[src/hw/cpps_params.svh]
// Offsets, field positions, reset values and codes for the privilege and status staging block
`ifndef CPPS_PARAMS_SVH
`define CPPS_PARAMS_SVH

// Register byte offsets
`define CPPS_OFS_CTRL      8'h00
`define CPPS_OFS_PSW       8'h04
`define CPPS_OFS_SYSCFG    8'h08
`define CPPS_OFS_ERRCAP    8'h0C
`define CPPS_OFS_ERRADDR   8'h10
`define CPPS_OFS_IRQSTAT   8'h14
`define CPPS_OFS_IRQMASK   8'h18
`define CPPS_OFS_SBSTAT    8'h1C

// Control register bits: legacy behaviours of the older revision
`define CPPS_CTRL_LEG_PRIV 0
`define CPPS_CTRL_LEG_PRIO 1
`define CPPS_CTRL_LEG_FCD  2
`define CPPS_CTRL_W        3
`define CPPS_CTRL_RST      3'h0

// Status word fields
`define CPPS_PSW_RST       32'h00000800
`define CPPS_IO_PRIVILEGE_FIELD_LO     10
`define CPPS_IO_PRIVILEGE_FIELD_HI     11
`define CPPS_PSW_USR_LO    27
`define CPPS_PSW_USR_HI    31
`define CPPS_USR_W         5

// I/O privilege field codes
`define CPPS_IO_USER0      2'h0
`define CPPS_IO_USER1      2'h1
`define CPPS_IO_SUPV       2'h2

// System configuration bit
`define CPPS_SYSCFG_FCD    0

// Error capture register bits
`define CPPS_ECAP_SUPV     0
`define CPPS_ECAP_WRITE    1
`define CPPS_ECAP_SIZE_LO  2
`define CPPS_ECAP_SIZE_HI  3

// Interrupt status bits
`define CPPS_IRQ_BUSERR    0
`define CPPS_IRQ_FCD       1
`define CPPS_IRQ_PSWREF    2
`define CPPS_IRQ_W         3

`endif

[src/hw/cpps_pkg.sv]
// Types shared by the privilege and status staging block
package cpps_pkg;

   // Transfer size code carried with every transaction
   typedef logic [1:0] cpps_size_t;

   // Source of the next bus slot
   typedef enum logic [1:0] {
      CPPS_SRC_NONE,
      CPPS_SRC_DIRECT,
      CPPS_SRC_BUFFER
   } cpps_src_t;

endpackage : cpps_pkg

[src/hw/cpps_sbuf_if.sv]
// Carrier between the staging core and its single store buffer entry
`timescale 1ns/100ps
interface cpps_sbuf_if #(
   parameter int AW = 32,
   parameter int DW = 32
);
   logic                 wr_en;
   logic                 clr;
   logic [AW-1:0]        wr_addr;
   logic [DW-1:0]        wr_data;
   cpps_pkg::cpps_size_t wr_size;
   logic                 wr_supv;
   logic                 valid;
   logic [AW-1:0]        rd_addr;
   logic [DW-1:0]        rd_data;
   cpps_pkg::cpps_size_t rd_size;
   logic                 rd_supv;

   modport core (output wr_en, clr, wr_addr, wr_data, wr_size, wr_supv,
                 input  valid, rd_addr, rd_data, rd_size, rd_supv);
   modport mem  (input  wr_en, clr, wr_addr, wr_data, wr_size, wr_supv,
                 output valid, rd_addr, rd_data, rd_size, rd_supv);
endinterface : cpps_sbuf_if

[src/hw/cpps_sbuf.sv]
// Single-entry store buffer holding address, data, size and privilege
`timescale 1ns/100ps
module cpps_sbuf (
   // Clock and reset
   input wire logic   clk,
   input wire logic   rstn,
   // Entry port
   cpps_sbuf_if.mem   sb
);

   // Entry contents; a write in the commit cycle replaces the drained entry
   always_ff @(posedge clk) begin
      if (!rstn) begin
         sb.valid   <= 1'b0;
         sb.rd_addr <= '0;
         sb.rd_data <= '0;
         sb.rd_size <= '0;
         sb.rd_supv <= 1'b0;
      end else if (sb.wr_en) begin
         sb.valid   <= 1'b1;
         sb.rd_addr <= sb.wr_addr;
         sb.rd_data <= sb.wr_data;
         sb.rd_size <= sb.wr_size;
         sb.rd_supv <= sb.wr_supv;   // Privilege staged with the store
      end else if (sb.clr) begin
         sb.valid   <= 1'b0;
      end
   end

endmodule : cpps_sbuf

[src/hw/cpps_core.sv]
// Privilege tagging of load/store transactions and status word update resolution
//
// Implementation choices: the plain strobed port and the register addresses.
`timescale 1ns/100ps
`include "cpps_params.svh"

// Function
// - Every load/store bus transaction carries a supervisor flag from the status privilege field.
// - Address, size and data come from the issuing instruction and travel with it.
// - Legacy mode reads privilege live from the status word at buffered commit.
// - Both user levels map to one user tag on the bus.
// - Loads go out at once; status word moves from user mode are refused.
// - Legacy mode lets a dual-issued multiply-family update override the move's user bits.
// - Depletion trap entry sets the config flag; legacy mode may skip it.
// - Captured privilege bit reads 0 for user, 1 for supervisor transfers.
// - One buffer entry; store before load parks, commits on next store or idle.
module cpps_core #(
   parameter int AW = 32,
   parameter int DW = 32
) (
   // Clock and reset
   input  wire logic                 CLK,
   input  wire logic                 RSTN,
   // Load/store issue
   input  wire logic                 LS_VALID,
   input  wire logic                 LS_STORE,
   input  wire logic                 LS_NEXT_LOAD,
   input  wire logic [AW-1:0]        LS_ADDR,
   input  wire logic [DW-1:0]        LS_WDATA,
   input  wire cpps_pkg::cpps_size_t LS_SIZE,
   // Status word updates
   input  wire logic                 MTCR_PSW,
   input  wire logic [31:0]          MTCR_DATA,
   input  wire logic                 IP_PSW_WR,
   input  wire logic                 IP_MULFAM,
   input  wire logic [4:0]           IP_USER_BITS,
   // Trap entry
   input  wire logic                 FCD_TRAP,
   input  wire logic                 CSA_CACHEABLE,
   input  wire logic                 CSA_LOCAL_DATA_RAM,
   // Bus error report for the transaction on the bus outputs
   input  wire logic                 BUS_ERR,
   // Register port
   input  wire logic [7:0]           REG_ADDR,
   input  wire logic [31:0]          REG_WDATA,
   input  wire logic                 REG_WR,
   input  wire logic                 REG_RD,
   output logic      [31:0]          REG_RDATA,
   // System bus request
   output logic                      BUS_REQ,
   output logic                      BUS_WRITE,
   output logic      [AW-1:0]        BUS_ADDR,
   output logic      [DW-1:0]        BUS_WDATA,
   output cpps_pkg::cpps_size_t      BUS_SIZE,
   output logic                      BUS_SUPV,
   // Status and interrupt
   output logic      [31:0]          PSW_OUT,
   output logic                      IRQ
);

   // Architectural state
   logic [31:0]                  processor_status_word;
   logic [`CPPS_CTRL_W-1:0]      ctrl;
   logic                         fcd_flag;
   logic [31:0]                  errcap;
   logic [AW-1:0]                erraddr;
   logic [`CPPS_IRQ_W-1:0]       irq_stat;
   logic [`CPPS_IRQ_W-1:0]       irq_mask;

   // Store buffer entry
   cpps_sbuf_if #(.AW(AW), .DW(DW)) sb ();

   cpps_sbuf u_sbuf (
      .clk  (CLK),
      .rstn (RSTN),
      .sb   (sb)
   );

   // Privilege of the running code; user0 and user1 fold to one user tag
   wire [1:0] cur_io   = processor_status_word[`CPPS_IO_PRIVILEGE_FIELD_HI:`CPPS_IO_PRIVILEGE_FIELD_LO];
   wire       cur_supv = (cur_io == `CPPS_IO_SUPV);

   // Slot decode: one bus transaction per cycle
   wire ld        = LS_VALID & ~LS_STORE;
   wire st        = LS_VALID & LS_STORE;
   wire commit_sb = sb.valid & (st | ~LS_VALID);
   wire park      = st & (sb.valid | LS_NEXT_LOAD);
   wire direct    = ld | (st & ~park);                       // Loads never wait

   cpps_pkg::cpps_src_t src;
   assign src = commit_sb ? cpps_pkg::CPPS_SRC_BUFFER :
                direct    ? cpps_pkg::CPPS_SRC_DIRECT : cpps_pkg::CPPS_SRC_NONE;

   // Buffered commit privilege: staged copy, or live word in legacy mode
   wire leg_priv = ctrl[`CPPS_CTRL_LEG_PRIV];
   wire sb_supv  = leg_priv ? cur_supv : sb.rd_supv;

   // Next bus fields; attributes follow the instruction that owns the slot
   wire                 next_req   = (src != cpps_pkg::CPPS_SRC_NONE);
   wire                 next_write = (src == cpps_pkg::CPPS_SRC_BUFFER) | st;
   wire [AW-1:0]        next_addr  = commit_sb ? sb.rd_addr : LS_ADDR;
   wire [DW-1:0]        next_wdata = commit_sb ? sb.rd_data :
                                     (st ? LS_WDATA : '0);
   cpps_pkg::cpps_size_t next_size;
   assign next_size = commit_sb ? sb.rd_size : LS_SIZE;
   wire                 next_supv  = commit_sb ? sb_supv : cur_supv;

   // Buffer write and drain
   assign sb.wr_en   = park;
   assign sb.clr     = commit_sb;
   assign sb.wr_addr = LS_ADDR;
   assign sb.wr_data = LS_WDATA;
   assign sb.wr_size = LS_SIZE;
   assign sb.wr_supv = cur_supv;                              // Latched at park time

   // Bus outputs registered; idle slots show zero
   always_ff @(posedge CLK) begin
      if (!RSTN) begin
         BUS_REQ   <= 1'b0;
         BUS_WRITE <= 1'b0;
         BUS_ADDR  <= '0;
         BUS_WDATA <= '0;
         BUS_SIZE  <= '0;
         BUS_SUPV  <= 1'b0;
      end else begin
         BUS_REQ   <= next_req;
         BUS_WRITE <= next_req & next_write;
         BUS_ADDR  <= next_req ? next_addr : '0;
         BUS_WDATA <= next_req ? next_wdata : '0;
         BUS_SIZE  <= next_req ? next_size : '0;
         BUS_SUPV  <= next_req & next_supv;
      end
   end

   // Status word update: user code may not move into it
   wire psw_refuse = MTCR_PSW & ~cur_supv;
   wire psw_move   = MTCR_PSW & cur_supv;
   wire leg_prio   = ctrl[`CPPS_CTRL_LEG_PRIO];
   // Legacy mode reproduces the faulty dual-issue priority for comparison
   wire ip_wins    = psw_move & IP_PSW_WR & IP_MULFAM & leg_prio;

   logic [31:0] next_psw;
   always_comb begin
      next_psw = processor_status_word;
      if (psw_move) begin
         next_psw = MTCR_DATA;                                // Later move wins
         if (ip_wins) begin
            next_psw[`CPPS_PSW_USR_HI:`CPPS_PSW_USR_LO] = IP_USER_BITS;
         end
      end else if (IP_PSW_WR) begin
         next_psw[`CPPS_PSW_USR_HI:`CPPS_PSW_USR_LO] = IP_USER_BITS;
      end
   end

   // Status word register and its copy on the port
   always_ff @(posedge CLK) begin
      if (!RSTN) begin
         processor_status_word     <= `CPPS_PSW_RST;
         PSW_OUT <= `CPPS_PSW_RST;
      end else begin
         processor_status_word     <= next_psw;
         PSW_OUT <= next_psw;
      end
   end

   // Register decode
   wire wr_ctrl    = REG_WR & (REG_ADDR == `CPPS_OFS_CTRL);
   wire wr_syscfg  = REG_WR & (REG_ADDR == `CPPS_OFS_SYSCFG);
   wire wr_irqstat = REG_WR & (REG_ADDR == `CPPS_OFS_IRQSTAT);
   wire wr_irqmask = REG_WR & (REG_ADDR == `CPPS_OFS_IRQMASK);

   // Depletion flag; legacy mode drops it for cacheable or local-RAM save areas
   wire fcd_lost = ctrl[`CPPS_CTRL_LEG_FCD] & (CSA_CACHEABLE | CSA_LOCAL_DATA_RAM);
   wire fcd_set  = FCD_TRAP & ~fcd_lost;
   // Trap entry beats a software clear in the same cycle
   wire next_fcd = fcd_set | (wr_syscfg ? REG_WDATA[`CPPS_SYSCFG_FCD] : fcd_flag);

   // Error capture of the transfer now on the bus
   logic [31:0] next_errcap;
   always_comb begin
      next_errcap = errcap;
      if (BUS_ERR) begin
         next_errcap = '0;
         next_errcap[`CPPS_ECAP_SUPV]  = BUS_SUPV;           // 1 supervisor, 0 user
         next_errcap[`CPPS_ECAP_WRITE] = BUS_WRITE;
         next_errcap[`CPPS_ECAP_SIZE_HI:`CPPS_ECAP_SIZE_LO] = BUS_SIZE;
      end
   end

   // Interrupt events; a new event beats the write-one clear
   wire [`CPPS_IRQ_W-1:0] irq_evt = {psw_refuse, FCD_TRAP, BUS_ERR};
   wire [`CPPS_IRQ_W-1:0] irq_clr = wr_irqstat ? REG_WDATA[`CPPS_IRQ_W-1:0] : '0;
   wire [`CPPS_IRQ_W-1:0] next_irq_stat = (irq_stat & ~irq_clr) | irq_evt;

   // Control, configuration and error capture registers
   always_ff @(posedge CLK) begin
      if (!RSTN) begin
         ctrl     <= `CPPS_CTRL_RST;
         fcd_flag <= 1'b0;
         errcap   <= '0;
         erraddr  <= '0;
      end else begin
         if (wr_ctrl) begin
            ctrl <= REG_WDATA[`CPPS_CTRL_W-1:0];
         end
         fcd_flag <= next_fcd;
         errcap   <= next_errcap;
         if (BUS_ERR) begin
            erraddr <= BUS_ADDR;
         end
      end
   end

   // Interrupt status, mask and level output
   always_ff @(posedge CLK) begin
      if (!RSTN) begin
         irq_stat <= '0;
         irq_mask <= '0;
         IRQ      <= 1'b0;
      end else begin
         irq_stat <= next_irq_stat;
         if (wr_irqmask) begin
            irq_mask <= REG_WDATA[`CPPS_IRQ_W-1:0];
         end
         IRQ <= |(next_irq_stat & (wr_irqmask ? REG_WDATA[`CPPS_IRQ_W-1:0] : irq_mask));
      end
   end

   // Read mux; unmapped offsets read zero
   logic [31:0] rd_mux;
   always_comb begin
      rd_mux = 32'h00000000;
      unique case (REG_ADDR)
         `CPPS_OFS_CTRL:    rd_mux[`CPPS_CTRL_W-1:0] = ctrl;
         `CPPS_OFS_PSW:     rd_mux = processor_status_word;
         `CPPS_OFS_SYSCFG:  rd_mux[`CPPS_SYSCFG_FCD] = fcd_flag;
         `CPPS_OFS_ERRCAP:  rd_mux = errcap;
         `CPPS_OFS_ERRADDR: rd_mux[AW-1:0] = erraddr;
         `CPPS_OFS_IRQSTAT: rd_mux[`CPPS_IRQ_W-1:0] = irq_stat;
         `CPPS_OFS_IRQMASK: rd_mux[`CPPS_IRQ_W-1:0] = irq_mask;
         `CPPS_OFS_SBSTAT:  rd_mux[1:0] = {sb.rd_supv, sb.valid};
         default:           rd_mux = 32'h00000000;
      endcase
   end

   // Read data stand only in the cycle after the strobe
   always_ff @(posedge CLK) begin
      if (!RSTN) begin
         REG_RDATA <= 32'h00000000;
      end else begin
         REG_RDATA <= REG_RD ? rd_mux : 32'h00000000;
      end
   end

endmodule : cpps_core

[config.mk]
export PLATFORM = sky130hd
export DESIGN_NAME = cpps_core
export DESIGN_NICKNAME = d
export VERILOG_FILES = /design/src/hw/cpps_pkg.sv /design/src/hw/cpps_sbuf_if.sv /design/src/hw/cpps_sbuf.sv /design/src/hw/cpps_core.sv
export VERILOG_INCLUDE_DIRS = /design/src /design/src/hw
export SDC_FILE = /design/constraint.sdc
export NUM_CORES = 1
export LEC_CHECK = 0
export ABC_CLOCK_PERIOD_IN_PS = 1700
export BUFFER_PORTS_ARGS = -buffer_cell sky130_fd_sc_hd__buf_2
export CAP_MARGIN = 20
export CORE_MARGIN = 4
export CORE_UTILIZATION = 45
export DETAILED_ROUTE_END_ITERATION = 7
export PLACE_DENSITY = 0.69
export SYNTH_ARGS = -nofsm -noshare
export SYNTH_HDL_FRONTEND = slang
export SYNTH_HIERARCHICAL = 1
export SYNTH_SLANG_ARGS = --single-unit
[constraint.sdc]
create_clock -name CLK -period 1.7 [get_ports CLK]
set_input_delay 0 -clock CLK [delete_from_list [all_inputs] [get_ports CLK]]
set_output_delay 0 -clock CLK [all_outputs]
set_load 0.02 [all_outputs]
==> results.txt, run 1 <==
Final ANT Viol Nets = 0
Initial Util = 46.3%
peak supply drop = 0.000676 V
Routed WL per cell = 16.8 um
detailed-route DRC error count = 0
Area Overhead vs Synth = 42.2%
drt first pass iters = 5
DIE WIDTH = 150 um
top cells by count, synth = dfxtp_1 (248), nand2_1 (137), nor2_1 (116)
relative slew slack = 71.3%
worst hold path class = input pin to flip-flop
die height = 150 um
Iter 0 DRT Violations = 417
Yosys top cell area share = 54.6%
DP HPWL = 17500 um
CTS buffer count = 26
Synth cell types = 44
Reg-to-Reg End = REG_RDATA[0]
final worst-path setup slack = 36.2 ps
GRT Util Overall = 23.0%
largest net degree at the start of global routing = 52
Fin Setup TNS = 0 ps
fillers = 1583
Worst Clk Skew = 13.8 ps
Post-Synth Simple-Gate Area = 17.7%
EDFF count, synth = 0
FFs w/ async S/R, synth = 0%
post-synthesis xor/xnor area fraction = 0%
worst reg2reg startpoint = u_sbuf/sb.valid
# clock sinks = 248
Max-cap violations = 0
slew at the pin with the worst max-slew slack = 427 ps
Placement Setup Slack = 104 ps
synthesized cell area = 9090 um2
Reg2Reg Setup Slack = 190 ps
clk root buf = clkbuf_16
multiplexer share of the synthesized area = 12.8%
clock latency on the worst-skew pair = 520 ps
global-route wire length before repair = 42200 um
Yosys Warn Count = 6
Hold Vio Cnt, Final = 0
largest fanout on the critical path = 5
core footprint = 19700 um2
via count = 8129
main combinational cell family by area after synthesis = simple AND/OR/NAND/NOR gates
initial antenna violation count = 1
adder-cell share of the synthesized area = 0%
FF-to-FF path depth = 6
Worst Setup SP = REG_ADDR[6]
Worst path slowest cell = dlygate4sd3_1
GP Congestion = 0.923
outcome = completed
post-synthesis sequential area ratio = 54.6%
critical path, cell by cell = dlygate4sd3_1 > buf_2 > or4b_4 > or3_4 > mux2i_1 > o221ai_1
WL final = 27000 um
CTS H-tree depth = 1
Crit path required time = 2090 ps
WS Path Type = input pin to flip-flop
Clock Path Buffers = 3
Syn Nets = 1107
crit path DAT = 2050 ps
Max Fclk = 0.601 GHz
leakage power figure = 5.61 nW
CTS tree = built
FP Rows = 51
vias per cell = 5.05
most common cell in the synthesized netlist = dfxtp_1
CP startpoint kind = input pin
die area = 22500 um2
Synth Area in Compound Gates = 10.9%
# port buffers = 261
Tmin final = 1660 ps
IO Pins = 291
Worst Setup EP = IRQ
CP peak stage delay = 550 ps
Seq cells post-synth = 248
via count of the first global-routing pass = 8102
Final setup viols = 0
Gate Count Post-Synth = 950
CTS clk-pin slew, worst paths = 60 ps
final layout net count = 1484
Avg Synthesized Cell Area = 9.57 um2
Most used DFF post-synth = dfxtp_1
GRT overflow = 0
fraction of layout cells with a size suffix above 1 = 25.3%
PwrDens = 1050 nW/um2
max-slew violations = 0
crit path capture type = flip-flop
Synth area leaders = dfxtp_1 (55%), mux2i_1 (12%), nand2_1 (5.7%)
Final Cycle Share = 97.9%
area leader, netlist = dfxtp_1
## where the power goes
| group | switching, mW | internal (mW) |
|---|---|---|
| clock | 2.21 | 3.67 |
| combinational | 0.810 | 0.684 |
| sequential | 0.146 | 6.03 |
| total | 3.17 | 10.4 |
## placed cells by master (no fill, tap or decap), types with 8 or more instances in the layout
| master | count |
|---|---|
| a21oi_1 | 66 |
| a22oi_1 | 61 |
| buf_12 | 9 |
| buf_2 | 261 |
| buf_4 | 19 |
| clkbuf_16 | 27 |
| dfxtp_1 | 248 |
| dlygate4sd3_1 | 127 |
| inv_1 | 8 |
| mux2i_1 | 112 |
| nand2_1 | 137 |
| nor2_1 | 114 |
| nor2b_1 | 71 |
## routing by layer
metal	global-route usage (%)	wire length, um
met1	29.3	11600
met2	39.5	12800
met3	5.06	2030
met4	6.36	544
met5	0	13
## sequential cells by signal (all words and copies together), names as in the netlist, 4 cells and up
register               flops
processor_status_word     32
u_sbuf/sb.rd_addr         32
BUS_ADDR                  32
erraddr                   32
REG_RDATA                 32
u_sbuf/sb.rd_data         32
BUS_WDATA                 32
errcap                     4
## critical path, delay by kind of cell
kind,cells,cell delay [ps]
AO/OA/AOI/OAI,1,140
multiplexers,1,230
buffers and inverters,2,710
AND/OR/NAND/NOR,2,970
## worst min-delay path by stage
| stage | startpoint | depth (start not counted) | endpoint | slack [ps] |
|---|---|---|---|---|
| 2_1_floorplan | MTCR_DATA[0] | 2 | processor_status_word[0] | 140 |
| 3_3_place_gp | MTCR_DATA[10] | 3 | processor_status_word[10] | 230 |
| 3_5_place_dp | MTCR_DATA[10] | 3 | processor_status_word[10] | 240 |
| 4_1_cts | REG_ADDR[7] | 4 | irq_mask[1] | 2 |
| 5_1_grt | REG_ADDR[7] | 4 | irq_mask[1] | 60 |
| 6_report | REG_ADDR[4] | 5 | REG_RDATA[2] | 40 |
## cells by family after synthesis
logic type,count (synthesis)
compound gates,155
buf+inv,77
flops,248
mux,116
simple gates,354
## timing repair
item                       in CTS  in global routing
setup endpoints to repair       0                  1
hold buffers                  127                  0
buffers inserted                0                  0
hold endpoints to repair      182                  0
gates resized for setup         0                  2
## metrics by stage
step	hold WS [ps]	utilization, %	area [um2]	total power, mW	std cells
after floorplan	136	-	9090	7.00	950
after global placement	226	54.7	10800	7.52	1437
after detailed placement	243	54.7	10800	7.54	1437
after CTS	2.44	65.7	12900	13.6	1608
after global routing	59.6	65.8	12900	14.0	1608
final	40.8	65.8	12900	13.5	1609
## layout make-up
| class | instances | area, um2 | area share, % |
|---|---|---|---|
| clock inverter | 6 | 133 | 1.03 |
| timing repair buffer | 416 | 2900 | 22.4 |
| multi-input combinational | 625 | 3800 | 29.4 |
| antenna | 1 | 2.50 | 0.0194 |
| clock buffer | 38 | 757 | 5.86 |
| sequential | 248 | 4960 | 38.4 |
| tap | 265 | 332 | 2.56 |
| inverter | 10 | 37.5 | 0.290 |
Power figures use the tool's default switching activity.
==> run 2: changes to the inputs <==
- SETUP_SLACK_MARGIN: unset -> 0.15
==> run 2 against run 1 <==
  * Register-to-register slack gained 50 ps
  * Routed wire length up 0.30%
  * Flip-flop and latch count did not move
  * Worst setup slack improved by 130 ps
  * Clock skew down 2.2 ps
  * Cell count increased by 0.25%
  * First-iteration DRC count down 17%
  * Highest routed layer unchanged
  * Critical path depth unchanged
  * Critical endpoint unchanged
  * Maximum frequency rose by 8.7%
  * Critical path type unchanged
  * Die area is the same
==> results.txt, run 2 (synthesized netlist as in run 1, its figures left out) <==
outcome = completed
GP Congestion = 0.923 (unchanged)
RSZ-0062 raised after global routing = yes
CTS buffer count = 26 (unchanged)
dpl cell area = 10800 um2 (unchanged)
Critical path buffers and inverters = 2 (unchanged)
CP startpoint kind = input pin
DP HPWL = 17500 um (unchanged)
largest net degree at the start of global routing = 52 (unchanged)
Post-Route M1 WL = 11400 um (-1.6%)
FF-to-FF path depth = 5 (-1)
Final setup viols = 0 (unchanged)
placed instance count = 1437 (unchanged)
DR top layer = met5
CTS H-tree depth = 1 (unchanged)
PwrDens = 1040 nW/um2 (-0.35%)
Tmin final = 1530 ps (-132 ps)
Final Cycle Share = 90.1% (-7.8 points)
Clock Path Buffers = 3 (unchanged)
relative slew slack = 70.8% (-0.52 points)
fillers = 1584 (+0.063%)
IO Pins = 291 (unchanged)
commonest cells after routing, fill and taps aside = buf_2 (261), dfxtp_1 (248), nand2_1 (137), dlygate4sd3_1 (127), nor2_1 (113)
WS Path Type = input pin to flip-flop
Iter 0 DRT Violations = 346 (-17%)
Hold Vio Cnt, Final = 0 (unchanged)
Area Overhead vs Synth = 42.6%
Initial Util = 46.3% (unchanged)
commonest non-fill, non-tap cell in the layout = buf_2
internal power = 10.4 mW (about the same)
detailed-route DRC error count = 0 (unchanged)
via count of the first global-routing pass = 8083 (-0.23%)
largest fanout on the critical path = 4 (-1)
initial antenna violation count = 1 (unchanged)
Final ANT Viol Nets = 0 (unchanged)
Max Fclk = 0.653 GHz (+8.7%)
crit path capture type = flip-flop
clk root buf = clkbuf_16
# port buffers = 261 (unchanged)
Worst path depth = 6 (unchanged)
final layout net count = 1488 (+0.27%)
Routed WL per cell = 16.8 um (about the same)
net switching power = 3.16 mW (-0.28%)
via count = 8139 (+0.12%)
leakage power figure = 5.62 nW (+0.21%)
CP peak stage delay = 550 ps (about the same)
slew at the pin with the worst max-slew slack = 439 ps (+11.1 ps)
Max-cap violations = 0 (unchanged)
# clock sinks = 248 (unchanged)
clock latency on the worst-skew pair = 510 ps (about the same)
max-slew violations = 0 (unchanged)
die area = 22500 um2 (unchanged)
fraction of layout cells with a size suffix above 1 = 25.8% (+0.44 points)
Reg power frac = 45.6% (about the same)
GRT overflow = 0 (unchanged)
non-filler instance count after layout = 1613 (+0.25%)
core footprint = 19700 um2 (unchanged)
critical path, cell by cell = dlygate4sd3_1 > buf_2 > or3b_4 > or3_4 > mux2i_2 > o221ai_1
Worst Clk Skew = 11.6 ps (-2.20 ps)
peak supply drop = 0.000676 V (about the same)
worst hold path class = input pin to flip-flop
worst hold path depth = 5 (unchanged)
global-route wire length before repair = 42100 um (-0.26%)
crit-path leading delay family = simple AND/OR/NAND/NOR gates
die height = 150 um (unchanged)
Crit path required time = 2080 ps (about the same)
WL final = 27100 um (+0.30%)
switching part of the total power = 23.3% (-0.058 points)
drt first pass iters = 5 (unchanged)
vias per cell = 5.05 (-0.13%)
fin area = 13000 um2 (+0.32%)
Fin Setup TNS = 0 ps (unchanged)
met2 wire length = 12900 um (+0.71%)
crit path DAT = 1920 ps (-130 ps)
routed length on met3 = 2160 um (+6.8%)
FP Rows = 51 (unchanged)
GRT Util Overall = 23.0% (-0.038 points)
CTS clk-pin slew, worst paths = 60 ps (about the same)
Clock power frac = 43.3% (about the same)
Worst path slowest cell = dlygate4sd3_1
CTS tree = built
DIE WIDTH = 150 um (unchanged)
Comb pwr share = 11.1% (about the same)
-- run 2: layer usage --
layer / GRT usage [%] / vias up
li1: - / 3987
met1: 29.1 / 3772
met2: 39.6 / 326
met5: 0 / -
met3: 5.15 / 52
met4: 6.13 / 2
-- run 2: area by class of cell --
type	count	area (um2)	area share, %
tap	265	332	2.56
sequential	248	4960	38.3
multi-input combinational	625	3810	29.4
clock inverter	6	133	1.02
antenna	1	2.50	0.0193
clock buffer	38	757	5.84
timing repair buffer	420	2930	22.6
inverter	10	37.5	0.289
-- run 2: per-stage QoR --
stage | hold WS, ps | utilization, % | setup slack [ps] | power, mW
6_report | 44.6 | 66.0 | 169 | 13.5
5_1_grt | 65.3 | 66.0 | 142 | 14.0
4_1_cts | 14.8 | 65.7 | 165 | 13.6
2_1_floorplan | 136 | - | 211 | 7.00
3_3_place_gp | 226 | 54.7 | 155 | 7.52
3_5_place_dp | 243 | 54.7 | 104 | 7.54
-- run 2: timing repair --
item                                   CTS  global route
endpoints found under the hold margin  182             0
hold buffers                           127             0
gates resized for setup                  0             7
setup endpoints to repair                0             7
buffers inserted                         0             4
-- run 2: power groups by stage --
stage                     logic [mW]  clock network (mW)  registers (mW)
after CTS                       1.48                5.99            6.17
final                           1.50                5.87            6.17
after floorplan                0.609                   0            6.39
after detailed placement        1.25                   0            6.29
after global placement          1.23                   0            6.29
after global routing            1.63                6.21            6.19
-- run 2: worst paths after layout --
path | from | end | slack [ps]
max | REG_ADDR[1] | IRQ | 170
min | REG_ADDR[5] | REG_RDATA[2] | 40
max reg2reg | irq_mask[0] | REG_RDATA[0] | 240
min reg2reg | u_sbuf/sb.rd_addr[28] | BUS_ADDR[28] | 450
-- run 2: worst reg2reg max path, stage by stage, from the launching register on --
cell	delay, ps
dfxtp_1	350
mux2i_1	90
o21ai_0	180
nand2_1	70
dlygate4sd3_1	560
a21oi_1	140
